[src/cesh_pkg.sv]
// Shared constants for the channel-enable / sync-header configuration block.
// Assumes both ends and the bench import this package.
package cesh_pkg;
  // Device register port
  localparam int unsigned ADDR_W = 10;
  localparam int unsigned DATA_W = 8;
  localparam logic [9:0] REG_CHAN_EN = 10'h209;
  localparam logic [9:0] REG_SYNC_SEL = 10'h20F;
  localparam logic [9:0] REG_LINK_CTRL = 10'h200;
  localparam logic [9:0] REG_LINK_STAT = 10'h201;
  localparam logic [7:0] CHAN_EN_RST = 8'h03;
  localparam logic [7:0] SYNC_SEL_RST = 8'h00;
  localparam logic [7:0] LINK_CTRL_RST = 8'h00;
  localparam logic [7:0] CHAN_EN_MASK = 8'h07;
  localparam logic [7:0] SYNC_SEL_MASK = 8'h03;
  localparam logic [7:0] LINK_CTRL_MASK = 8'h07;
  // Field positions
  localparam int unsigned FIRST_POS = 0;
  localparam int unsigned SECOND_POS = 1;
  localparam int unsigned ONE_CH_POS = 2;
  localparam int unsigned CTRL_TX_POS = 0;
  localparam int unsigned CTRL_CAL_POS = 1;
  localparam int unsigned CTRL_FMT_POS = 2;
  // Sync word content selection
  typedef enum logic [1:0] {
    CESH_SH_CRC = 2'b00,
    CESH_SH_RSV1 = 2'b01,
    CESH_SH_FEC = 2'b10,
    CESH_SH_RSV3 = 2'b11
  } cesh_sh_e;
  // Frame and sync word widths
  localparam int unsigned SAMP_W = 9;
  localparam int unsigned LANE_W = 4;
  localparam int unsigned CRC_W = 12;
  localparam int unsigned FEC_W = 26;
  localparam int unsigned SYNC_W = 32;
  // Controller APB map
  localparam logic [31:0] APB_CMD = 32'h0000_0000;
  localparam logic [31:0] APB_STAT = 32'h0000_0004;
  localparam int unsigned CMD_WR_POS = 31;
  localparam int unsigned CMD_ADDR_LSB = 16;
  localparam int unsigned STAT_EMPTY_POS = 0;
  localparam int unsigned STAT_REFUSE_POS = 1;
  localparam int unsigned STAT_RDV_POS = 2;
  localparam int unsigned STAT_RD_LSB = 8;
  localparam int unsigned CMD_W = 1 + ADDR_W + DATA_W;
  localparam int unsigned CMD_DEPTH = 4;
endpackage

[src/cesh_link_if.sv]
// Register port between the controller and the device end.
// Assumes one clock shared by both ends; the bench instantiates it.
`timescale 1ns/100ps
`default_nettype none
interface cesh_link_if;
  logic req_valid;
  logic req_ready;
  logic req_write;
  logic [9:0] req_addr;
  logic [7:0] req_wdata;
  logic rsp_valid;
  logic [7:0] rsp_rdata;
  modport dev (
    input req_valid, req_write, req_addr, req_wdata,
    output req_ready, rsp_valid, rsp_rdata
  );
  modport ctl (
    output req_valid, req_write, req_addr, req_wdata,
    input req_ready, rsp_valid, rsp_rdata
  );
endinterface
`default_nettype wire

[src/cesh_dev.sv]
// Device end: channel-pair enables, lane/converter scaling, frame slot
// placement and 64B/66B sync word content.
// Assumes the controller keeps the software-side ordering rules.
// Behaviour
// - One-channel flag turns off B, C, D
// - One-channel mode needs first pair on
// - Second-pair bit switches channels C, D
// - First-pair bit switches channels A, B
// - Stop calibration and link before changes
// - Never clear both pair enables
// - Pair off halves lanes and converters
// - Odd base lanes get tail padding when halved
// - First pair off moves C, D forward
// - Reserved bits written as zero
// - Sync mode picks CRC, FEC or reserved
// - Sync mode only in 64B/66B format
// - Command fields always sent as zero
// - Sync mode changes only, link off
//
// The APB register port was decided locally.
`timescale 1ns/100ps
`default_nettype none
module cesh_dev (
  input wire logic sys_clk_i,
  input wire logic rst_n_i,
  cesh_link_if.dev bus,
  input wire logic [cesh_pkg::LANE_W-1:0] base_lane_count_i,
  input wire logic [cesh_pkg::LANE_W-1:0] base_converter_count_i,
  input wire logic [cesh_pkg::SAMP_W-1:0] samp_a_i,
  input wire logic [cesh_pkg::SAMP_W-1:0] samp_b_i,
  input wire logic [cesh_pkg::SAMP_W-1:0] samp_c_i,
  input wire logic [cesh_pkg::SAMP_W-1:0] samp_d_i,
  input wire logic mb_strobe_i,
  input wire logic [cesh_pkg::CRC_W-1:0] crc_i,
  input wire logic [cesh_pkg::FEC_W-1:0] fec_i,
  output logic [3:0] chan_on_o,
  output logic [cesh_pkg::LANE_W-1:0] lane_count_o,
  output logic [cesh_pkg::LANE_W-1:0] conv_count_o,
  output logic tail_pad_o,
  output logic [cesh_pkg::SAMP_W-1:0] slot0_o,
  output logic [cesh_pkg::SAMP_W-1:0] slot1_o,
  output logic [cesh_pkg::SAMP_W-1:0] slot2_o,
  output logic [cesh_pkg::SAMP_W-1:0] slot3_o,
  output logic link_tx_on_o,
  output logic cal_on_o,
  output logic sync_valid_o,
  output logic [cesh_pkg::SYNC_W-1:0] sync_word_o
);
  import cesh_pkg::*;

  logic [7:0] chan_en_ff;
  logic [7:0] sync_sel_ff;
  logic [7:0] link_ctrl_ff;
  logic rsp_valid_ff;
  logic [7:0] rsp_rdata_ff;
  logic [3:0] chan_on_ff;
  logic [LANE_W-1:0] lane_ff;
  logic [LANE_W-1:0] conv_ff;
  logic tail_ff;
  logic [SAMP_W-1:0] slot_ff [4];
  logic sync_valid_ff;
  logic [SYNC_W-1:0] sync_word_ff;

  // Register port never stalls; every request is taken at once
  assign bus.req_ready = 1'b1;
  wire take = bus.req_valid;
  wire wr_take = take & bus.req_write;
  wire rd_take = take & ~bus.req_write;
  wire hit_chan = (bus.req_addr == REG_CHAN_EN);
  wire hit_sync = (bus.req_addr == REG_SYNC_SEL);
  wire hit_ctrl = (bus.req_addr == REG_LINK_CTRL);
  wire hit_stat = (bus.req_addr == REG_LINK_STAT);

  // Decoded control fields
  wire first_pair_on = chan_en_ff[FIRST_POS];
  wire second_pair_on = chan_en_ff[SECOND_POS];
  wire one_channel_select = chan_en_ff[ONE_CH_POS];
  wire link_tx_on = link_ctrl_ff[CTRL_TX_POS];
  wire fmt_64b66b = link_ctrl_ff[CTRL_FMT_POS];
  wire [1:0] sync_header_select = sync_sel_ff[1:0];

  wire one_ch = one_channel_select;
  // first pair gates A and B
  wire nxt_a_on = first_pair_on;
  wire nxt_b_on = first_pair_on & ~one_ch;
  // second pair gates C and D
  wire nxt_cd_on = second_pair_on & ~one_ch;
  wire [3:0] nxt_chan_on = {nxt_cd_on, nxt_cd_on, nxt_b_on, nxt_a_on};

  // any pair off halves the link
  wire pair_off = ~first_pair_on | ~second_pair_on | one_ch;
  wire [LANE_W:0] lane_sum = {1'b0, base_lane_count_i} + 5'h01;
  wire [LANE_W-1:0] lane_half = lane_sum[LANE_W:1];
  wire [LANE_W-1:0] conv_half = {1'b0, base_converter_count_i[LANE_W-1:1]};
  wire [LANE_W-1:0] nxt_lane = pair_off ? lane_half : base_lane_count_i;
  wire [LANE_W-1:0] nxt_conv = pair_off ? conv_half : base_converter_count_i;
  // odd base lane count pads last lane when the link is halved
  wire nxt_tail = pair_off & base_lane_count_i[0];

  // Frame slot placement
  logic [SAMP_W-1:0] nxt_slot [4];
  always_comb begin
    nxt_slot[0] = samp_a_i;
    nxt_slot[1] = nxt_b_on ? samp_b_i : '0;
    nxt_slot[2] = samp_c_i;
    nxt_slot[3] = samp_d_i;
    if (!first_pair_on) begin
      // C and D take the A and B slots
      nxt_slot[0] = nxt_cd_on ? samp_c_i : '0;
      nxt_slot[1] = nxt_cd_on ? samp_d_i : '0;
      nxt_slot[2] = '0;
      nxt_slot[3] = '0;
    end else if (pair_off) begin
      // A stays, B stays unless one-channel mode, C and D dropped
      nxt_slot[2] = '0;
      nxt_slot[3] = '0;
    end
  end

  // Sync word; command bits above the payload are idle zero
  logic [SYNC_W-1:0] nxt_sync;
  always_comb begin
    nxt_sync = '0;
    unique case (cesh_sh_e'(sync_header_select))
      CESH_SH_CRC: nxt_sync = {20'h00000, crc_i};
      CESH_SH_FEC: nxt_sync = {6'h00, fec_i};
      CESH_SH_RSV1: nxt_sync = '0;
      CESH_SH_RSV3: nxt_sync = '0;
    endcase
  end
  wire sync_live = fmt_64b66b & link_tx_on;

  // Read mux; unmapped addresses read zero
  wire [7:0] stat_word = {tail_ff, 3'h0, chan_on_ff};
  wire [7:0] rd_mux = hit_chan ? chan_en_ff :
                      hit_sync ? sync_sel_ff :
                      hit_ctrl ? link_ctrl_ff :
                      hit_stat ? stat_word : 8'h00;

  // Registers keep only defined bits, so reserved bits read zero
  always_ff @(posedge sys_clk_i) begin
    if (!rst_n_i) begin
      chan_en_ff <= CHAN_EN_RST;
      sync_sel_ff <= SYNC_SEL_RST;
      link_ctrl_ff <= LINK_CTRL_RST;
    end else if (wr_take) begin
      if (hit_chan) begin
        chan_en_ff <= bus.req_wdata & CHAN_EN_MASK;
      end
      if (hit_sync) begin
        sync_sel_ff <= bus.req_wdata & SYNC_SEL_MASK;
      end
      if (hit_ctrl) begin
        link_ctrl_ff <= bus.req_wdata & LINK_CTRL_MASK;
      end
    end
  end

  // Read answer one cycle after the request
  always_ff @(posedge sys_clk_i) begin
    if (!rst_n_i) begin
      rsp_valid_ff <= 1'b0;
      rsp_rdata_ff <= 8'h00;
    end else begin
      rsp_valid_ff <= rd_take;
      rsp_rdata_ff <= rd_take ? rd_mux : rsp_rdata_ff;
    end
  end

  // Registered framing outputs, one cycle behind config and samples
  always_ff @(posedge sys_clk_i) begin
    if (!rst_n_i) begin
      chan_on_ff <= 4'h0;
      lane_ff <= '0;
      conv_ff <= '0;
      tail_ff <= 1'b0;
      for (int i = 0; i < 4; i++) begin
        slot_ff[i] <= '0;
      end
    end else begin
      chan_on_ff <= nxt_chan_on;
      lane_ff <= nxt_lane;
      conv_ff <= nxt_conv;
      tail_ff <= nxt_tail;
      for (int i = 0; i < 4; i++) begin
        slot_ff[i] <= nxt_slot[i];
      end
    end
  end

  // Sync word latched per multiblock strobe
  always_ff @(posedge sys_clk_i) begin
    if (!rst_n_i) begin
      sync_valid_ff <= 1'b0;
      sync_word_ff <= '0;
    end else begin
      sync_valid_ff <= mb_strobe_i & sync_live;
      if (mb_strobe_i & sync_live) begin
        sync_word_ff <= nxt_sync;
      end
    end
  end

  assign bus.rsp_valid = rsp_valid_ff;
  assign bus.rsp_rdata = rsp_rdata_ff;
  assign chan_on_o = chan_on_ff;
  assign lane_count_o = lane_ff;
  assign conv_count_o = conv_ff;
  assign tail_pad_o = tail_ff;
  assign slot0_o = slot_ff[0];
  assign slot1_o = slot_ff[1];
  assign slot2_o = slot_ff[2];
  assign slot3_o = slot_ff[3];
  assign link_tx_on_o = link_ctrl_ff[CTRL_TX_POS];
  assign cal_on_o = link_ctrl_ff[CTRL_CAL_POS];
  assign sync_valid_o = sync_valid_ff;
  assign sync_word_o = sync_word_ff;
endmodule
`default_nettype wire

[src/flat_wrapper.sv]
// flat-port wrapper written by rule: the top's interface ports become plain ports
module cesh_dev_flat import cesh_pkg::*;
  (sys_clk_i, rst_n_i, base_lane_count_i, base_converter_count_i, samp_a_i, samp_b_i, samp_c_i, samp_d_i, mb_strobe_i, crc_i, fec_i, chan_on_o, lane_count_o, conv_count_o, tail_pad_o, slot0_o, slot1_o, slot2_o, slot3_o, link_tx_on_o, cal_on_o, sync_valid_o, sync_word_o, bus_req_valid, bus_req_write, bus_req_addr, bus_req_wdata, bus_req_ready, bus_rsp_valid, bus_rsp_rdata);
  cesh_link_if bus_i ();
  input wire logic sys_clk_i;
  input wire logic rst_n_i;
  input wire logic [cesh_pkg::LANE_W-1:0] base_lane_count_i;
  input wire logic [cesh_pkg::LANE_W-1:0] base_converter_count_i;
  input wire logic [cesh_pkg::SAMP_W-1:0] samp_a_i;
  input wire logic [cesh_pkg::SAMP_W-1:0] samp_b_i;
  input wire logic [cesh_pkg::SAMP_W-1:0] samp_c_i;
  input wire logic [cesh_pkg::SAMP_W-1:0] samp_d_i;
  input wire logic mb_strobe_i;
  input wire logic [cesh_pkg::CRC_W-1:0] crc_i;
  input wire logic [cesh_pkg::FEC_W-1:0] fec_i;
  output logic [3:0] chan_on_o;
  output logic [cesh_pkg::LANE_W-1:0] lane_count_o;
  output logic [cesh_pkg::LANE_W-1:0] conv_count_o;
  output logic tail_pad_o;
  output logic [cesh_pkg::SAMP_W-1:0] slot0_o;
  output logic [cesh_pkg::SAMP_W-1:0] slot1_o;
  output logic [cesh_pkg::SAMP_W-1:0] slot2_o;
  output logic [cesh_pkg::SAMP_W-1:0] slot3_o;
  output logic link_tx_on_o;
  output logic cal_on_o;
  output logic sync_valid_o;
  output logic [cesh_pkg::SYNC_W-1:0] sync_word_o;
  input wire logic [$bits(bus_i.req_valid)-1:0] bus_req_valid;
  input wire logic [$bits(bus_i.req_write)-1:0] bus_req_write;
  input wire logic [$bits(bus_i.req_addr)-1:0] bus_req_addr;
  input wire logic [$bits(bus_i.req_wdata)-1:0] bus_req_wdata;
  output wire logic [$bits(bus_i.req_ready)-1:0] bus_req_ready;
  output wire logic [$bits(bus_i.rsp_valid)-1:0] bus_rsp_valid;
  output wire logic [$bits(bus_i.rsp_rdata)-1:0] bus_rsp_rdata;
  assign bus_i.req_valid = bus_req_valid;
  assign bus_i.req_write = bus_req_write;
  assign bus_i.req_addr = bus_req_addr;
  assign bus_i.req_wdata = bus_req_wdata;
  assign bus_req_ready = bus_i.req_ready;
  assign bus_rsp_valid = bus_i.rsp_valid;
  assign bus_rsp_rdata = bus_i.rsp_rdata;
  cesh_dev u_core (.sys_clk_i(sys_clk_i), .rst_n_i(rst_n_i), .bus(bus_i), .base_lane_count_i(base_lane_count_i), .base_converter_count_i(base_converter_count_i), .samp_a_i(samp_a_i), .samp_b_i(samp_b_i), .samp_c_i(samp_c_i), .samp_d_i(samp_d_i), .mb_strobe_i(mb_strobe_i), .crc_i(crc_i), .fec_i(fec_i), .chan_on_o(chan_on_o), .lane_count_o(lane_count_o), .conv_count_o(conv_count_o), .tail_pad_o(tail_pad_o), .slot0_o(slot0_o), .slot1_o(slot1_o), .slot2_o(slot2_o), .slot3_o(slot3_o), .link_tx_on_o(link_tx_on_o), .cal_on_o(cal_on_o), .sync_valid_o(sync_valid_o), .sync_word_o(sync_word_o));
endmodule
[config.mk]
export PLATFORM = sky130hd
export DESIGN_NAME = cesh_dev_flat
export DESIGN_NICKNAME = d
export VERILOG_FILES = /design/src/cesh_pkg.sv /design/src/cesh_link_if.sv /design/src/cesh_dev.sv /design/src/flat_wrapper.sv
export SDC_FILE = /design/constraint.sdc
export NUM_CORES = 1
export LEC_CHECK = 0
export BUFFER_PORTS_ARGS = -buffer_cell sky130_fd_sc_hd__buf_4
export CELL_PAD_IN_SITES_DETAIL_PLACEMENT = 1
export CELL_PAD_IN_SITES_GLOBAL_PLACEMENT = 1
export CORE_MARGIN = 5
export CORE_UTILIZATION = 27
export DETAILED_ROUTE_END_ITERATION = 8
export PLACE_DENSITY = 0.81
export SLEW_MARGIN = 0
export SYNTH_ARGS = -nofsm -noshare
export SYNTH_HDL_FRONTEND = slang
export SYNTH_SLANG_ARGS = --single-unit
[constraint.sdc]
create_clock -name sys_clk_i -period 2 [get_ports sys_clk_i]
set_input_delay 0.5 -clock sys_clk_i [delete_from_list [all_inputs] [get_ports sys_clk_i]]
set_output_delay 0.5 -clock sys_clk_i [all_outputs]
set_load 0.1 [all_outputs]
Word-level counts from Yosys, hierarchy flattened
Memory sizes are Yosys's and may differ from the RTL's.
Cells that the tools add are included.

word-level totals
  memories = 1
  register bits after elaboration = 62
  bits of input ports = 105
  memory bits (writable) = 36

memory list
  memory          depth  width  rd ports  clocked after Yosys merged registers in  wr ports  line            source
  u_core.slot_ff  4      9      4         0                                        4         cesh_dev.sv:60  logic [SAMP_W-1:0] slot_ff [4];

cells by class
  reductions and logical operators = 6
  equal/unequal tests = 7
  add/sub/neg operators = 1
  multiplexer cells = 19
  bitwise logic cells = 18

operators with widths
  operator                                                         count
  32-bit one-hot mux with 3 select lines                           1
  9-bit 2-to-1 mux                                                 7
  18-bit 2-to-1 mux                                                3
  10-bit == test, second input constant                            4
  8-bit 2-to-1 mux                                                 4
  1-bit AND                                                        7
  1-bit bitwise OR                                                 6
  2-bit AND reduction                                              3
  4-bit by 1-bit adder with 5-bit output, second input constant    1
  1-bit NOT                                                        5
  2-bit == test, second input constant                             2
  4-bit 2-to-1 mux                                                 1
  2-bit OR reduction                                               2
  3-bit 2-to-1 mux                                                 1
  2-bit by 1-bit == test with 1-bit output, second input constant  1
  2-bit logical NOT                                                1
  1-bit 2-to-1 mux                                                 2

Logic depth before layout (Yosys ltp)
Gate-level depths: netlist of the first run.

  depth after elaboration = 6
  mapped depth = 7
  mapped depth without buffers = 4

Worst setup path before layout of the first run
OpenSTA, ideal clock, no wires.

  path type = register to register
  start point = reg u_core.link_ctrl_ff[0]
  end point = reg u_core.sync_word_ff[15] (netlist: u_core.sync_word_o[15])
  cell stages (with the launch flop) = 7
  period minus slack after synthesis = 2328 ps
  path buffers = 2
  data required time = 1938 ps
  slack = -328 ps
  library setup time = 62 ps
  arrival time = 2266 ps
  cell sequence = dfxtp_1 nand3_1 nor2_1 and3b_1 clkbuf_1 clkbuf_1 a22o_1

on the way
  word-level cells in the longest chain between the ends = 2

RTL lines
  element                 line             source
  from (decl)             cesh_dev.sv:53   logic [7:0] link_ctrl_ff;
  from (signal assigned)  cesh_dev.sv:154  link_ctrl_ff <= bus.req_wdata & LINK_CTRL_MASK;
  1-bit AND               cesh_dev.sv:131  wire sync_live = fmt_64b66b & link_tx_on;
  1-bit AND               cesh_dev.sv:198  if (mb_strobe_i & sync_live) begin
  to (signal assigned)    cesh_dev.sv:199  sync_word_ff <= nxt_sync;
  to (decl)               cesh_dev.sv:62   logic [SYNC_W-1:0] sync_word_ff;

Every way passes these cells.
A chain may end at the register's enable or synchronous reset.

Worst setup path in the final report of the first run
  start point = in bus_req_addr[1]
  end point = reg u_core.link_ctrl_ff[0]

on the way
  word-level cells in the longest chain between the ends = 2

RTL lines
  element                               line                source
  from (decl)                           flat_wrapper.sv:30  input wire logic [$bits(bus_i.req_addr)-1:0] bus_req_addr;
  10-bit == test                        cesh_dev.sv:71      wire hit_ctrl = (bus.req_addr == REG_LINK_CTRL);
  2-bit AND reduction (no source line)  n/a

Every way passes these cells.

==> flow_metrics.tcl, run 1 <==
set metrics [dict create \
    diodes 0 \
    synth_area_per_cell_um2 10.1 \
    ioPinCount 199 \
    total_leakage_power_nw 2.40 \
    grt_max_degree 30 \
    peakVddDrop_mv 0.330 \
    synth-seq-cells 89 \
    syn_to_final_growth_pct 57.1 \
    p_sw_share_pct 30.1 \
    combPwrFrac_pct 19.4 \
    die_area_um2 14300 \
    async_flop_share_pct 0 \
    cp-end-kind "flop" \
    fill_cells 1367 \
    final_max_slew_viol_count 0 \
    hold_viol 0 \
    ys.flop_type "dfxtp_1" \
    crit_type "in -> reg" \
    numCtsBuffers 9 \
    skew_ps 4.91 \
    synthCells 320 \
    worstPathRequired_ps 2210 \
    synth-edff-count 0 \
    hold_slack_ps 370 \
    wire_per_inst_um 17.6 \
    io_buffers 183 \
    multi_input_area_um2 1290 \
    rsz0062_at_grt "no" \
    cts_tree "done" \
    drtIter0Drc 104 \
    htreeDepth 3 \
    initial_utilization_pct 27.3 \
    cts_buffer_depth 2 \
    syn_area_um2 3230 \
    grt_first_pass_wirelength_um 17500 \
    worst_pin_slew_ps 877 \
    place_congestion 0.804 \
    p_sw_w 0.00136 \
    routed_wl_um 11500 \
    hpwl_um 8950 \
    stdcell_area_um2 5080 \
    hold_class "in -> reg" \
    yosysSeqAreaShare_pct 55.1 \
    crit_fanout 3 \
    vias 3044 \
    slowest_delay_ps 580 \
    drv_cap 0 \
    register_area_um2 1780 \
    pwr-share-seq_pct 40.8 \
    clkSinkCount 89 \
    relSlewSlack_pct 41.4 \
    fin_crit_sh_pct 88.4 \
    dieHeight_um 119 \
    cp_slowest_cell "or4_4" \
    drcViolationCount 0 \
    finalSetupViolCount 0 \
    crit_family "simple AND/OR/NAND/NOR gates" \
    power.density_nw_per_um2 890 \
    grt_usage_pct 15.6 \
    yosysWarningCount 0 \
    placed_area_um2 4760 \
    antenna_left 0 \
    root_buffer "clkbuf_16" \
    grt_pass1_vias 3284 \
    dieWidth_um 119 \
    worst-endpoint-arrival_ps 1980 \
    cts.reportedPaths.clkPinSlew_ps 70 \
    grt-ovfl-total 0 \
    drive_gt1_share_pct 44.3 \
    postCtsSetupRepairBufs 0 \
    internal_power_w 0.00316 \
    crit_path_start_kind "primary input" \
    coreArea_um2 11900 \
    dr.pass1.iters 4 \
    antenna_found_initial 0 \
    fp-row-count 40 \
    crit_chain "buf_4 > or4b_1 > or4_4 > mux2i_1 > nor2_1" \
    via_per_inst 4.66 \
    outcome "complete, no violations" \
    final.min_clock_period_ps 1770 \
    postCtsHoldBufs 0 \
    clock_latency_ps 340 \
    nets 607 \
    clkPwrFrac_pct 39.7 \
    cts-resized-gates 0 \
    synth.distinct_cells 35 \
    max_freq_mhz 566 \
    critPathBufInv 1 \
]
==> layout make-up <==
class	count	area share [%]
multi-input cells	202	25.3
flip-flops and latches	89	35.1
clock buffers	12	5.25
clock inverters	4	1.16
inverters	1	0.0739
well taps	147	3.62
repair buffers	198	29.5
==> stage by stage <==
| stage | setup slack (ps) | setup TNS [ps] | power, W | utilization [%] | instances |
|---|---|---|---|---|---|
| floorplan | -61.0 | -163 | 0.00248 | - | 328 |
| global placement | -78.6 | -226 | 0.00275 | 40.1 | 637 |
| detailed placement | -110 | -469 | 0.00277 | 40.1 | 637 |
| CTS | 246 | 0 | 0.00457 | 42.8 | 653 |
| global route | 165 | 0 | 0.00467 | 42.8 | 653 |
| finish | 232 | 0 | 0.00452 | 42.8 | 653 |
==> cells in the mapped netlist, types with 2 or more instances <==
library cell  instances  share of area, %
dfxtp_1              89                55
a22o_1               34               9.2
nor2_1               23               2.7
clkbuf_1             22               2.6
a21oi_1              20               3.1
and3_1               20               3.9
mux2i_1              17               5.3
nand2_1              17               2.0
nor3_1               13               2.0
buf_4                11               2.6
nand3_1              11               1.7
o21ai_0               5              0.77
and2_1                4              0.77
nor2b_1               4              0.77
mux2_2                3               1.0
a221oi_1              2              0.54
buf_6                 2              0.70
conb_1                2              0.23
nand4_1               2              0.39
nand4b_1              2              0.54
or2_2                 2              0.39
or4_4                 2              0.70
==> cells in the final DEF, fill, tap and decap left out, types with 10 or more instances in the layout <==
master   Yosys  final
conb_1       2     10
nor2_1      23     23
and3_1      20     20
nand3_1     11     11
nor3_1      13     13
a21oi_1     20     20
mux2i_1     17     17
nand2_1     17     17
a22o_1      34     34
dfxtp_1     89     88
buf_4       11    197
==> state kept, by name, summed over array words and instances, names as in the netlist <==
name	cells
u_core.slot_ff	36
u_core.sync_word_o	26
u_core.bus.rsp_rdata	5
u_core.conv_count_o	4
u_core.lane_count_o	4
u_core.chan_en_ff	3
u_core.chan_on_o	3
u_core.link_ctrl_ff	3
u_core.sync_sel_ff	2
u_core.bus.rsp_valid	1
u_core.sync_valid_o	1
u_core.tail_pad_o	1
==> path summary, 6_finish.rpt <==
path / endpoint / from / slack (ps) / cells past startpoint
setup / recovery: u_core.link_ctrl_ff[0] / bus_req_addr[1] / 230 / 5
hold / removal: u_core.slot_ff[1][4] / samp_b_i[4] / 370 / 2
setup reg to reg: u_core.sync_word_o[16] / u_core.link_ctrl_ff[2] / 500 / 4
hold reg to reg: u_core.bus.rsp_rdata[2] / u_core.bus.rsp_rdata[2] / 450 / 2
==> kinds of logic after synthesis <==
family | Yosys count | share of synthesized area [%]
xor gates and xnor gates | 1 | 0.271
adders and majority gates | 1 | 0.387
buffers and inverters | 37 | 6.07
muxes | 20 | 6.31
AOI/OAI and AO/OA | 64 | 14.3
DFF | 89 | 55.1
other | 2 | 0.232
and+or+nand+nor | 106 | 17.4
==> power by group through the flow <==
stage                     Clock [W]  Sequential [W]  Combinational [W]
after floorplan                   0         0.00228           0.000203
after CTS                   0.00185         0.00185           0.000883
after global placement            0         0.00188           0.000865
after detailed placement          0         0.00189           0.000880
after global routing        0.00191         0.00185           0.000909
final                       0.00180         0.00185           0.000878
==> per-layer routing <==
layer,track usage (%),wire length [um],part of all wire [%]
met3,3.18,463,4.0
met2,29.6,6420,56
met4,5.87,204,1.8
met1,16.8,4410,38
met5,0,0,0
(Power assumes the default switching activity.)
==> run 2: changes to the inputs <==
--- a/config.mk
+++ b/config.mk
@@ -11,6 +11,7 @@
 export CORE_MARGIN = 5
 export CORE_UTILIZATION = 27
 export DETAILED_ROUTE_END_ITERATION = 8
+export GPL_TIMING_DRIVEN = 0
 export PLACE_DENSITY = 0.81
 export SLEW_MARGIN = 0
 export SYNTH_ARGS = -nofsm -noshare
==> flow_metrics.tcl, run 2 (synthesized netlist as in run 1, its figures left out) <==
set metrics [dict create \
    dieHeight_um 119 \
    drcViolationCount 0 \
    vias 3158 \
    postCtsSetupRepairBufs 0 \
    hp-start "samp_b_i[7]" \
    grt_max_degree 17 \
    mostFrequentLayoutCells "buf_4 (193), dfxtp_1 (88), a22o_1 (34), nor2_1 (23)" \
    total_power_w 0.00447 \
    initial_utilization_pct 27.3 \
    htreeDepth 3 \
    worstPathRequired_ps 2210 \
    total_leakage_power_nw 2.42 \
    grtUsageMet1_pct 18.7 \
    drive_gt1_share_pct 43.0 \
    die_area_um2 14300 \
    antenna_left 0 \
    drtIter0Drc 129 \
    routed_wl_um 11900 \
    worst_pin_slew_ps 598 \
    relSlewSlack_pct 59.8 \
    grt_usage_pct 16.7 \
    grt-ovfl-total 0 \
    r2r_start "u_core.chan_en_ff[0]" \
    rrSetupSlack_ps 150 \
    setup_tns_ps 0 \
    dieWidth_um 119 \
    rsz0062_at_grt "no" \
    drv_cap 0 \
    io_buffers 182 \
    coreArea_um2 11900 \
    final_common_cell "buf_4" \
    use_met2_pct 30.3 \
    diodes 0 \
    cts_buffer_depth 2 \
    place_congestion 0.799 \
    numCtsBuffers 9 \
    final_max_slew_viol_count 0 \
    power.density_nw_per_um2 872 \
    via_per_inst 4.69 \
    postCtsHoldBufs 0 \
    outcome "complete, no violations" \
    busiest_layer "met2" \
    syn_to_final_growth_pct 58.4 \
    ioPinCount 199 \
    grt_first_pass_wirelength_um 18700 \
    fp-row-count 40 \
    crit_start "bus_req_addr[5]" \
    crit_type "in -> reg" \
    crit_fanout 6 \
    root_buffer "clkbuf_16" \
    hold_viol 0 \
    clkSinkCount 89 \
    grt_pass1_vias 3528 \
    regMostFlops "u_core.slot_ff" \
    cts.reportedPaths.clkPinSlew_ps 70 \
    fin_crit_sh_pct 94.3 \
    antenna_found_initial 0 \
    hpwl_um 9480 \
    skew_ps 7.26 \
    finalSetupViolCount 0 \
    final.min_clock_period_ps 1890 \
    dr.pass1.iters 4 \
    nets 627 \
    final_core_util_pct 43.2 \
    crit_path_start_kind "primary input" \
    max_freq_mhz 530 \
    wire_per_inst_um 17.7 \
    grtUsageMet3_pct 3.04 \
    peakVddDrop_mv 0.337 \
    cts_tree "done" \
    cp-end-kind "flop" \
    worst-endpoint-arrival_ps 2090 \
    clock_latency_ps 340 \
    largest_reg_flops 36 \
    hold_class "in -> reg" \
]
[run 2: per-layer routing]
metal | wire length (um) | up-vias
met4 | 314 | 0
met1 | 4610 | 1521
met3 | 548 | 20
met2 | 6440 | 94
li1 | - | 1523
met5 | 0 | -
[run 2: area by class of cell]
cell class                 instances  area [um^2]
fill                            1376         6740
buffer                            36          199
timing repair buffer             182         1370
inverter                           1         3.75
clock inverter                     6         72.6
sequential                        89         1780
multi-input combinational        202         1290
clock buffer                      10          229
tap                              147          184
[run 2: what timing repair did]
action	4_1_cts	5_1_grt
setup endpoints to repair	10	39
resized for setup	1	8
hold endpoints to repair	0	0
[run 2: critical path: stages]
cell and delay [ps]:
buf_4 110, or4_4 530, buf_6 150, or4_4 470
buf_6 140, mux2i_1 140, nor2_1 50
[run 2: path summary, 6_finish.rpt]
| path | endpoint | depth (start not counted) |
|---|---|---|
| worst max-delay path | u_core.link_ctrl_ff[2] | 7 |
| worst min-delay path | u_core.slot_ff[1][7] | 2 |
| worst max register to register | u_core.slot_ff[3][7] | 5 |
| worst min register to register | u_core.bus.rsp_rdata[3] | 2 |
[run 2: metrics by stage]
step	instances	hold WS, ps	setup slack (ps)	cell area, um^2
finish	673	370	114	5120
global route	673	359	0.940	5120
CTS	673	353	1.49	5120
detailed placement	657	453	-237	4820
global placement	657	444	-214	4820
floorplan	328	457	-61.0	3270
[run 2: where the power goes]
group / internal [W] / leakage (nW) / switching, W
sequential: 0.00183 / 0.731 / 0.0000187
combinational: 0.000260 / 1.54 / 0.000634
clock: 0.000987 / 0.149 / 0.000739
